File: src/rtl/cbd_pkg.sv
// cbd_pkg: shared constants and types for the channel b output divider
// assumes a byte-wide register port and one 10 MHz system clock
`default_nettype none

package cbd_pkg;

  // ==========================================================
  // register map
  localparam logic [15:0] CBD_ADDR_CONFIG   = 16'h043b;
  localparam logic [15:0] CBD_ADDR_DIV_LOW  = 16'h043c;
  localparam logic [15:0] CBD_ADDR_DIV_HIGH = 16'h043d;
  localparam logic [15:0] CBD_ADDR_PHASE    = 16'h043e;

  // ==========================================================
  // field layout and reset values
  localparam int          CBD_POL_BIT       = 0;
  localparam int          CBD_DRIVE_LSB     = 1;
  localparam logic [2:0]  CBD_CONFIG_RESET  = 3'h0;
  localparam logic [7:0]  CBD_DIV_LOW_RESET = 8'h00;
  localparam logic [1:0]  CBD_DIV_HIGH_RESET = 2'h0;
  localparam logic [5:0]  CBD_PHASE_RESET   = 6'h00;
  localparam logic [7:0]  CBD_READ_NONE     = 8'h00;

  // ==========================================================
  // driver modes
  typedef enum logic [1:0] {
    CBD_DRIVE_LOW  = 2'h0,
    CBD_DRIVE_MID  = 2'h1,
    CBD_DRIVE_HIGH = 2'h2,
    CBD_DRIVE_OFF  = 2'h3
  } cbd_drive_t;

  // ==========================================================
  // register bus request
  typedef struct packed {
    logic [15:0] addr;
    logic [7:0]  wdata;
    logic        wr;
    logic        rd;
  } cbd_bus_req_t;

  // differential output pair
  typedef struct packed {
    logic pos;
    logic neg;
    logic oeN;
  } cbd_pair_t;

  // whole state of the block
  typedef struct packed {
    logic [2:0]  config_reg;
    logic [7:0]  divLow_reg;
    logic [1:0]  divHigh_reg;
    logic [5:0]  phase_reg;
    logic [7:0]  rdata;
    logic        syncMeta;
    logic        syncSync;
    logic        syncPrev;
    logic [10:0] halfCnt;
    logic [5:0]  delayCnt;
    logic        holding;
    logic        divClk;
    cbd_pair_t   pair;
    logic [1:0]  drive;
  } cbd_state_t;

endpackage

`default_nettype wire

File: src/rtl/cbd_channel_b.sv
// cbd_channel_b: channel b divider, phase, polarity and driver control
// assumes halfTick pulses once per half period of the prescaler clock,
// and syncIn is asynchronous to clock
//
// Functional notes
// - output divides the input clock by the 10-bit value plus one.
// - divider value is low byte bits 7:0 and next byte bits 1:0.
// - 6-bit phase sets start delay after sync in half input periods.
// - phase zero gives no delay, one delays by half a period.
// - drive field 00/01/10 sets current, 11 powers down and tristates.
// - lowest settings bit inverts output polarity when set.
// - reset gives lowest drive, normal polarity, zero low divider and phase.
`default_nettype none

module cbd_channel_b
  import cbd_pkg::*;
(
  input  wire logic         clock,
  input  wire logic         rst_n,
  input  wire cbd_bus_req_t busReq,
  output logic [7:0]        rdata,
  input  wire logic         halfTick,
  input  wire logic         syncIn,
  output cbd_pair_t         channel_b_output,
  output logic [1:0]        channel_b_drive_select
);

  // ==========================================================
  // state registers
  cbd_state_t s_reg;
  cbd_state_t s_next;
  logic [9:0]  divValue;
  logic [10:0] halfTop;
  logic        syncRise;
  logic [10:0] cntNext;

  assign divValue = {s_reg.divHigh_reg, s_reg.divLow_reg};
  assign halfTop  = {divValue, 1'b1};
  assign syncRise = s_reg.syncSync & ~s_reg.syncPrev;
  // wrap also when a smaller ratio was written while the count stood above the new top
  assign cntNext  = (s_reg.halfCnt >= halfTop) ? 11'h000 : s_reg.halfCnt + 11'h001;

  // ==========================================================
  // next state
  always_comb begin
    s_next = s_reg;
    s_next.rdata = CBD_READ_NONE;
    // register writes
    if (busReq.wr) begin
      unique case (busReq.addr)
        CBD_ADDR_CONFIG:   s_next.config_reg  = busReq.wdata[2:0];
        CBD_ADDR_DIV_LOW:  s_next.divLow_reg  = busReq.wdata;
        CBD_ADDR_DIV_HIGH: s_next.divHigh_reg = busReq.wdata[1:0];
        CBD_ADDR_PHASE:    s_next.phase_reg   = busReq.wdata[5:0];
        default:           s_next.rdata       = CBD_READ_NONE;
      endcase
    end
    // register reads, reserved bits as zero
    if (busReq.rd) begin
      unique case (busReq.addr)
        CBD_ADDR_CONFIG:   s_next.rdata = {5'h00, s_reg.config_reg};
        CBD_ADDR_DIV_LOW:  s_next.rdata = s_reg.divLow_reg;
        CBD_ADDR_DIV_HIGH: s_next.rdata = {6'h00, s_reg.divHigh_reg};
        CBD_ADDR_PHASE:    s_next.rdata = {2'h0, s_reg.phase_reg};
        default:           s_next.rdata = CBD_READ_NONE;
      endcase
    end
    // sync synchroniser and edge history
    s_next.syncMeta = syncIn;
    s_next.syncSync = s_reg.syncMeta;
    s_next.syncPrev = s_reg.syncSync;
    // divider and phase delay
    if (syncRise) begin
      s_next.halfCnt  = 11'h000;
      s_next.delayCnt = s_reg.phase_reg;
      s_next.holding  = (s_reg.phase_reg != 6'h00);
      s_next.divClk   = (s_reg.phase_reg == 6'h00);
    end else if (halfTick && s_reg.holding) begin
      s_next.delayCnt = s_reg.delayCnt - 6'h01;
      if (s_reg.delayCnt == 6'h01) begin
        s_next.holding = 1'b0;
        s_next.halfCnt = 11'h000;
        s_next.divClk  = 1'b1;
      end
    end else if (halfTick) begin
      s_next.halfCnt = cntNext;
      s_next.divClk  = (cntNext <= {1'b0, divValue});
    end
    // output pair: polarity and driver mode
    s_next.drive = s_next.config_reg[CBD_DRIVE_LSB +: 2];
    if (s_next.drive == CBD_DRIVE_OFF) begin
      s_next.pair = '{pos: 1'b0, neg: 1'b0, oeN: 1'b1};
    end else begin
      s_next.pair.pos = s_next.divClk ^ s_next.config_reg[CBD_POL_BIT];
      s_next.pair.neg = ~s_next.pair.pos;
      s_next.pair.oeN = 1'b0;
    end
  end

  // ==========================================================
  // register the state
  always_ff @(posedge clock) begin
    if (!rst_n) begin
      s_reg             <= '0;
      s_reg.config_reg  <= CBD_CONFIG_RESET;
      s_reg.divLow_reg  <= CBD_DIV_LOW_RESET;
      s_reg.divHigh_reg <= CBD_DIV_HIGH_RESET;
      s_reg.phase_reg   <= CBD_PHASE_RESET;
      s_reg.pair        <= '{pos: 1'b0, neg: 1'b1, oeN: 1'b0};
    end else begin
      s_reg <= s_next;
    end
  end

  // outputs straight from flops
  assign rdata                  = s_reg.rdata;
  assign channel_b_output       = s_reg.pair;
  assign channel_b_drive_select = s_reg.drive;
endmodule

`default_nettype wire

File: config.mk
export PLATFORM = sky130hd
export DESIGN_NAME = cbd_channel_b
export DESIGN_NICKNAME = d
export VERILOG_FILES = /design/src/rtl/cbd_pkg.sv /design/src/rtl/cbd_channel_b.sv
export SDC_FILE = /design/constraint.sdc
export NUM_CORES = 1
export LEC_CHECK = 0
export BUFFER_PORTS_ARGS = -buffer_cell sky130_fd_sc_hd__buf_4
export CAP_MARGIN = 25
export CELL_PAD_IN_SITES_DETAIL_PLACEMENT = 0
export CELL_PAD_IN_SITES_GLOBAL_PLACEMENT = 1
export CORE_MARGIN = 2
export CORE_UTILIZATION = 43
export DETAILED_ROUTE_END_ITERATION = 12
export GPL_ROUTABILITY_DRIVEN = 1
export GPL_TIMING_DRIVEN = 0
export HOLD_SLACK_MARGIN = 0.15
export PLACE_DENSITY = 0.88
export REMOVE_ABC_BUFFERS = 1
export SYNTH_ARGS = -nofsm -noshare
export SYNTH_HDL_FRONTEND = slang
export SYNTH_SLANG_ARGS = --single-unit
export TNS_END_PERCENT = 20
File: constraint.sdc
create_clock -name clock -period 3.9 [get_ports clock]
set_clock_uncertainty 0.15 [all_clocks]
set_input_delay 0.195 -clock clock [delete_from_list [all_inputs] [get_ports clock]]
set_output_delay 0.195 -clock clock [all_outputs]
set_load 0.1 [all_outputs]
==> summary.txt, run 1 <==
Largest net degree at the start of global routing: 29
Initial antenna violation count: 0
CTS H-tree lvls: 2
Crit path largest cell delay: 0.44 ns
IO Port Bufs: 42
Max-cap violations: 0
R2r startpoint: divValue[8]
Final instance area: 0.00360 mm²
P per Cell Area: 294 mW/mm²
Top_reg_cell synth: dfxtp_1
Lkg Pwr: 1.54 nW
Fin cells: 496
CP delay by family, top: compound AO/OA/AOI/OAI gates
Max IR drop VDD: 0.164 mV
Clk buf depth: 2
IO Pins: 43
Yosys warning count: 0
Post-synthesis sequential area ratio: 34.4%
Outcome: finished clean
Clk_lat worst skew: 0.31 ns
Crit path max fanout: 10
Multi-input logic area: 0.00180 mm²
Vias: 2665
Fin crit share: 92.5%
Die Wd: 87.9 µm
Ant diodes: 0
Worst rel slew slack: 61.1%
Final core occ: 52.9%
Endpoint type of the worst setup path: register
Fill cells: 654
Clock transition at the registers of the reported paths: 0.09 ns
DP Cell Count: 472
Slew Viols, Final: 0
Final hold vios: 0
Layout cell share with drive strength beyond 1: 17.3%
Placed inst area: 0.00332 mm²
Vias in the first global route: 2478
Min Clock Period, post-route: 3.61 ns
First-pass GRT wire length: 11.7 mm
Initial DRC Count: 109
Gr ovfl total: 0
Initial DRT Pass Iterations: 5
Worst Path Arrival: 3.67 ns
FP Rows: 30
Final Wtd Congestion: 0.817
Post-route ant nets: 0
CP dominant cell by count: ha_1
CTS tree: done
Root Buffer: clkbuf_8
Worst slew pin tran: 0.583 ns
Max FFs per register: 29
Seq cells post-synth: 52
Maximum clock rate: 277 MHz
Worst Path Class, Setup: reg2reg
Final net count: 454
Worst path bufs/invs: 1
WL per Instance: 14.5 µm
Critical hold path startpoint: busReq[10]
Pwr Total: 1.06 mW
Avg Inst Size Synth: 8.46 µm²
Die Y: 87.9 µm
CTS buffer count: 5
Cells after Synth: 358
Hpwl dp: 5.31 mm
Core area: 0.00679 mm²
Die area: 0.00773 mm²
Sequential Area: 0.00104 mm²
Starting density of the core: 44.6%
Clock sinks: 52
Post-synthesis cell area: 0.00303 mm²
CP startpoint: divValue[8]
Ys async rst share: 0%
CP startpoint kind: register
Required time worst endpoint: 3.96 ns
Post-synth EDFFs: 0
Drt total wl: 7.19 mm
Via density: 5.37
Final setup fails: 0
Hold Crit Class: in2reg
Slowest stage cell, crit path: a21oi_2
Cell Chain, Critical Path: inv_1, ha_1, a21o_1, a21oi_2, nand2_1, or2_2, ha_1, nand3_1, o21ba_2, o31a_1, a311oi_1, nor3_1, o21a_1
Area grow syn2layout: 18.7%
Distinct cell type count of the synthesized netlist: 53
Gr usage total: 19.3%
Final routed DRC violation total: 0
## per-stage QoR
stage | hold slack (ns) | worst slack [ns] | TNS (ns)
after floorplan | 0.116 | 0.613 | 0
after global placement | 0.266 | 0.0102 | 0
after detailed placement | 0.262 | -0.0307 | -0.0565
after CTS | 0.186 | 0.00666 | 0
after global routing | 0.217 | -0.0209 | -0.0209
final | 0.184 | 0.292 | 0
## routing by layer
layer	global-route usage [%]	wire, µm
met1	25.6	3250
met5	0	0
met4	4.62	94
met3	3.02	242
met2	33.0	3600
## area by class of cell
type	instances	area share [%]
repair buffers	60	13.5
multi-input cells	268	50.0
inverters	14	1.46
clock inverters	1	0.835
well taps	96	3.34
flip-flops and latches	52	28.9
clock buffers	5	1.91
## cells in the final DEF, fill, tap and decap left out, types with 2 or more instances in the layout
master         Yosys  layout
nor4_1             2       2
nor3_1             3       3
buf_4             14      46
o21ba_2            3       3
or4_4              2       2
o211a_1            5       5
nand4_1            4       4
mux2i_1           15      15
dlygate4sd3_1      0      14
ha_1              23      23
xor2_1             4       4
nand2b_1           2       2
a211oi_1           7       7
clkbuf_8           0       5
and3_1             9       9
nor2_1            43      43
xnor2_1            3       3
nor2b_1           11      11
o21ai_0           15      15
a22oi_1            7       7
o21a_1             2       2
and2_1            12      12
nand2_1           25      25
inv_1             13      13
or3_1              2       2
dfxtp_1           52      52
a21o_1             3       3
a21oi_1           23      22
nand3_1           21      21
## report_power, final
group	internal [mW]	switching (mW)
logic	0.0696	0.0852
clock network	0.184	0.173
registers	0.540	0.00644
total	0.794	0.265
## worst reg2reg max path, cell delays in order (launching register included)
cell and delay, ns:
dfxtp_1 0.39, inv_1 0.09, ha_1 0.29, a21o_1 0.20
a21oi_2 0.44, nand2_1 0.23, or2_2 0.33, ha_1 0.27
nand3_1 0.09, o21ba_2 0.21, o31a_1 0.10, a311oi_1 0.38
nor3_1 0.14, o21a_1 0.19
## cells in the mapped netlist (9+ instances only)
cell | instances | share of area [%]
a21oi_1 | 23 | 3.8
nand3_1 | 21 | 3.5
buf_4 | 14 | 3.5
nand2_1 | 25 | 3.1
o21ai_0 | 15 | 2.5
mux2i_1 | 15 | 5.0
inv_1 | 13 | 1.6
and3_1 | 9 | 1.9
nor2_1 | 43 | 5.3
and2_1 | 12 | 2.5
ha_1 | 23 | 9.5
dfxtp_1 | 52 | 34
nor2b_1 | 11 | 2.3
## cell families after synthesis
kind of cell	count (synthesis)	synth area share [%]
AOI/OAI and AO/OA	76	17.3
xor gates and xnor gates	7	2.02
adders and majority gates	23	9.50
buffers and inverters	38	6.53
DFF	52	34.4
muxes	15	4.96
and+or+nand+nor	147	25.4
## path summary, 6_finish.rpt
check / to / slack, ns / cells after the start
worst max-delay path: channel_b_output[2] / 0.29 / 13
worst min-delay path: rdata[2] / 0.18 / 4
worst max register to register: channel_b_output[2] / 0.29 / 13
worst min register to register: s_next[24] / 0.30 / 1
## repair_timing
item | 4_1_cts | 5_1_grt
gates resized for setup | 1 | 1
endpoints found under the hold margin | 31 | 0
setup endpoints to repair | 2 | 3
buffers inserted | 0 | 4
hold buffers | 14 | 0
pin swaps | 0 | 1
(Power assumes the default switching activity.)
==> inputs of run 2 (changes only) <==
Settings changed: PLACE_DENSITY 0.88 to unset, PLACE_DENSITY_LB_ADDON set to 0.12.
==> summary.txt, run 2 (synthesis gave the netlist of run 1 again) <==
RSZ-0062 raised after global routing: false
Final setup fails: 0
Pwr Total: 1.03 mW
Largest net degree at the start of global routing: 29
Vias in the first global route: 2433
Most common cell after layout, fill and taps aside: dfxtp_1
CTS tree: done
DP Cell Count: 472
Slew Viols, Final: 0
Worst R2R Path Depth: 14
Final Wtd Congestion: 0.824
Final hold vios: 0
Hold endpoint: rdata[2]
Critical hold path startpoint: busReq[10]
FP Rows: 30
Worst reg2reg setup slack: 0.39 ns
P per Cell Area: 287 mW/mm²
Area grow syn2layout: 18.4%
Hold Crit Class: in2reg
Final setup TNS: 0 ns
CTS buffer count: 5
First-pass GRT wire length: 12.0 mm
Max IR drop VDD: 0.150 mV
Outcome: finished clean
Initial DRT Pass Iterations: 4
Max-cap violations: 0
Worst slew pin tran: 0.595 ns
Starting density of the core: 44.6%
Via density: 5.24
Gr usage total: 20.0%
R2r startpoint: divValue[3]
Placed inst area: 0.00332 mm²
IO Pins: 43
IO Port Bufs: 42
Core area: 0.00679 mm²
Fill cells: 670
Vias: 2601
Layout cell share with drive strength beyond 1: 17.5%
Root Buffer: clkbuf_8
Clk_lat worst skew: 0.30 ns
Ant diodes: 0
Worst rel slew slack: 60.3%
Initial DRC Count: 84
Die Wd: 87.9 µm
Maximum clock rate: 285 MHz
Crit Reg-Reg Endpoint: channel_b_output[2]
Setup ws final: 0.387 ns
Required time worst endpoint: 3.96 ns
Gr ovfl total: 0
Final routed DRC violation total: 0
Max FFs per register: 29
Post-route ant nets: 0
Final instance area: 0.00359 mm²
Pre-CTS setup slack: -0.184 ns
Endpoint type of the worst setup path: register
Clock sinks: 52
Fin crit share: 90.1%
Die area: 0.00773 mm²
Drt total wl: 7.24 mm
CP startpoint kind: register
Worst Path Arrival: 3.57 ns
WL per Instance: 14.6 µm
Worst Path Class, Setup: reg2reg
CTS H-tree lvls: 2
Min-Delay Path Depth: 4
Most frequent cells in the layout: dfxtp_1, buf_4, nor2_1
Clock transition at the registers of the reported paths: 0.10 ns
Die Y: 87.9 µm
Lkg Pwr: 1.52 nW
Min Clock Period, post-route: 3.51 ns
Final core occ: 52.8%
Initial antenna violation count: 0
Final net count: 452
Hpwl dp: 5.43 mm
Fin cells: 496
Hold_ws: 0.194 ns
Clk buf depth: 2
Crit path max fanout: 5
==> run 2: cell count changes in the layout (fill, tap and decap cells not counted), sizes merged <==
cell | before | now
clkinvlp | 0 | 2
bufinv | 1 | 0
buf | 46 | 44
clkbuf | 5 | 6
==> run 2: critical path, stage by stage (launching register included) <==
cell,delay [ns]
dfxtp_1,0.38
inv_1,0.10
ha_1,0.29
a211oi_1,0.23
o21ai_0,0.15
o21ai_2,0.28
nand2_1,0.18
or2_2,0.32
ha_1,0.27
nand3_1,0.10
o21ba_2,0.21
o31a_1,0.12
a311oi_2,0.34
nor3_1,0.13
o21a_1,0.18
==> run 2: final cells by class <==
| cell class | count | area [µm²] | share of cell area [%] |
|---|---|---|---|
| inverter | 14 | 52.6 | 1.47 |
| multi-input combinational | 268 | 1800 | 50.3 |
| sequential | 52 | 1040 | 29.0 |
| clock inverter | 2 | 15.0 | 0.419 |
| tap | 96 | 120 | 3.35 |
| timing repair buffer | 58 | 470 | 13.1 |
| clock buffer | 6 | 82.6 | 2.30 |
==> run 2: per-layer routing <==
metal / part of all wire (%) / vias up / track usage (%)
li1: - / 1336 / -
met1: 47 / 1213 / 26.6
met2: 48 / 39 / 32.6
met3: 2.6 / 13 / 3.86
met4: 1.9 / 0 / 6.43
met5: 0 / - / 0
==> run 2: worst max path at each step <==
stage                startpoint                  end  slack (ns)  cells after the start
global route        divValue[3]  channel_b_output[2]        0.12                     14
floorplan           divValue[3]  channel_b_output[2]        0.61                     14
detailed placement  divValue[3]  channel_b_output[2]       -0.18                     14
finish              divValue[3]  channel_b_output[2]        0.39                     14
CTS                 divValue[3]  channel_b_output[2]        0.07                     14
global placement    divValue[3]  channel_b_output[2]       -0.09                     14
==> run 2: report_power, final <==
part	internal [mW]	switching, mW
registers	0.540	0.00699
logic	0.0673	0.0852
clock network	0.144	0.186
==> run 2: timing repair <==
action	4_1_cts	5_1_grt
gates cloned	0	0
buffers inserted	0	2
endpoints found under the hold margin	31	0
setup endpoints to repair	3	3
gates resized for setup	2	1
hold buffers	14	0
pin swaps	0	1
==> inputs of run 3 (changes only) <==
Settings changed: BUFFER_PORTS_ARGS -buffer_cell sky130_fd_sc_hd__buf_4 to unset, CORE_UTILIZATION 43 to 47, DONT_BUFFER_PORTS set to 1.
==> summary.txt, run 3 (synthesis gave the netlist of run 1 again) <==
First-pass GRT wire length: 11.4 mm
Lkg Pwr: 1.32 nW
WL per Instance: 15.9 µm
Drt total wl: 6.93 mm
P per Cell Area: 308 mW/mm²
Final hold vios: 0
Gr ovfl total: 0
Via density: 5.57
Final Wtd Congestion: 0.766
Die Y: 84.3 µm
Maximum clock rate: 282 MHz
CTS tree: done
Most frequent cells in the layout: dfxtp_1, nor2_1, nand2_1
Clock sinks: 52
Initial DRT Pass Iterations: 4
Fill cells: 639
Worst slew pin tran: 1.05 ns
CTS H-tree lvls: 2
Endpoint type of the worst setup path: register
Initial DRC Count: 76
FP Rows: 29
Core area: 0.00628 mm²
Initial antenna violation count: 0
Worst Path Class, Setup: reg2reg
Root Buffer: clkbuf_8
Post-route ant nets: 0
Starting density of the core: 48.3%
Crit path max fanout: 10
Die Wd: 84.3 µm
Final setup fails: 0
Vias: 2435
Clock transition at the registers of the reported paths: 0.10 ns
Final routed DRC violation total: 0
Max IR drop VDD: 0.168 mV
Multi-input logic area: 0.00180 mm²
IO Port Bufs: 0
Required time worst endpoint: 3.97 ns
Hold Crit Class: in2reg
RSZ-0062 raised after global routing: false
Die area: 0.00710 mm²
Largest net degree at the start of global routing: 29
CTS buffer count: 5
IO Pins: 43
Final core occ: 52.0%
Min Clock Period, post-route: 3.54 ns
Max FFs per register: 29
Pwr Total: 1.01 mW
CP startpoint kind: register
Sequential Area: 0.00104 mm²
Vias in the first global route: 2336
Fin crit share: 90.9%
Slew Viols, Final: 0
Clk_lat worst skew: 0.31 ns
Layout cell share with drive strength beyond 1: 7.78%
Worst Path Arrival: 3.61 ns
Most common cell after layout, fill and taps aside: dfxtp_1
Clk buf depth: 2
Final instance area: 0.00327 mm²
Placed inst area: 0.00298 mm²
Area grow syn2layout: 7.85%
Ant diodes: 0
Worst rel slew slack: 29.9%
Gr usage total: 19.9%
Max-cap violations: 0
Hpwl dp: 5.17 mm
Outcome: finished clean
Final net count: 412
-- run 3: cell types whose count changed in the layout (fill, tap and decap cells not counted), sizes merged --
cell         before  now
buf              44    2
dlygate4sd3      14   16
-- run 3: per-stage QoR --
| stage | setup slack [ns] | TNS (ns) | hold WS, ns | std cells |
|---|---|---|---|---|
| floorplan | 0.613 | 0 | 0.116 | 334 |
| global placement | -0.166 | -0.264 | 0.157 | 411 |
| detailed placement | -0.153 | -0.234 | 0.159 | 411 |
| CTS | 0.0715 | 0 | 0.152 | 435 |
| global route | 0.0738 | 0 | 0.154 | 437 |
| finish | 0.357 | 0 | 0.147 | 437 |
-- run 3: per-layer routing --
metal / track usage (%) / share of wire (%)
met1: 25.9 / 49
met2: 34.1 / 47
met3: 3.34 / 2.6
met4: 5.57 / 1.0
met5: 0 / 0
-- run 3: worst max-delay path, stage by stage (launching register included) --
cell and delay (ns):
dfxtp_1 0.37, inv_1 0.09, ha_1 0.30, a21o_1 0.20
a21oi_2 0.40, nand2_1 0.22, or2_2 0.32, ha_1 0.27
nand3_1 0.10, o21ba_2 0.21, o31a_1 0.11, a311oi_2 0.33
nor3_1 0.12, o31ai_1 0.26
-- run 3: area by class of cell --
type | count | area share [%]
multi-input cells | 268 | 55.2
flip-flops and latches | 52 | 31.9
repair buffers | 18 | 5.36
well taps | 77 | 2.95
clock buffers | 6 | 2.53
inverters | 14 | 1.61
clock inverters | 2 | 0.460
-- run 3: worst paths after layout --
kind               startpoint                   to  slack, ns  depth (start not counted)
hold / removal     busReq[23]             rdata[1]       0.15                          4
hold reg to reg    s_next[25]           s_next[24]       0.30                          1
setup reg to reg  divValue[8]  channel_b_output[1]       0.36                         13
setup / recovery  divValue[8]  channel_b_output[1]       0.36                         13
-- run 3: power by group --
part	switching (mW)	internal, mW	total, mW
Clock	0.193	0.144	0.337
Sequential	0.0258	0.540	0.566
Combinational	0.0567	0.0458	0.102
-- run 3: repair_timing --
action / in CTS / in global routing
pin swaps: 0 / 1
resized for setup: 2 / 1
hold buffers: 16 / 0
buffers inserted: 0 / 2
endpoints found under the hold margin: 37 / 0
setup endpoints to repair: 2 / 2
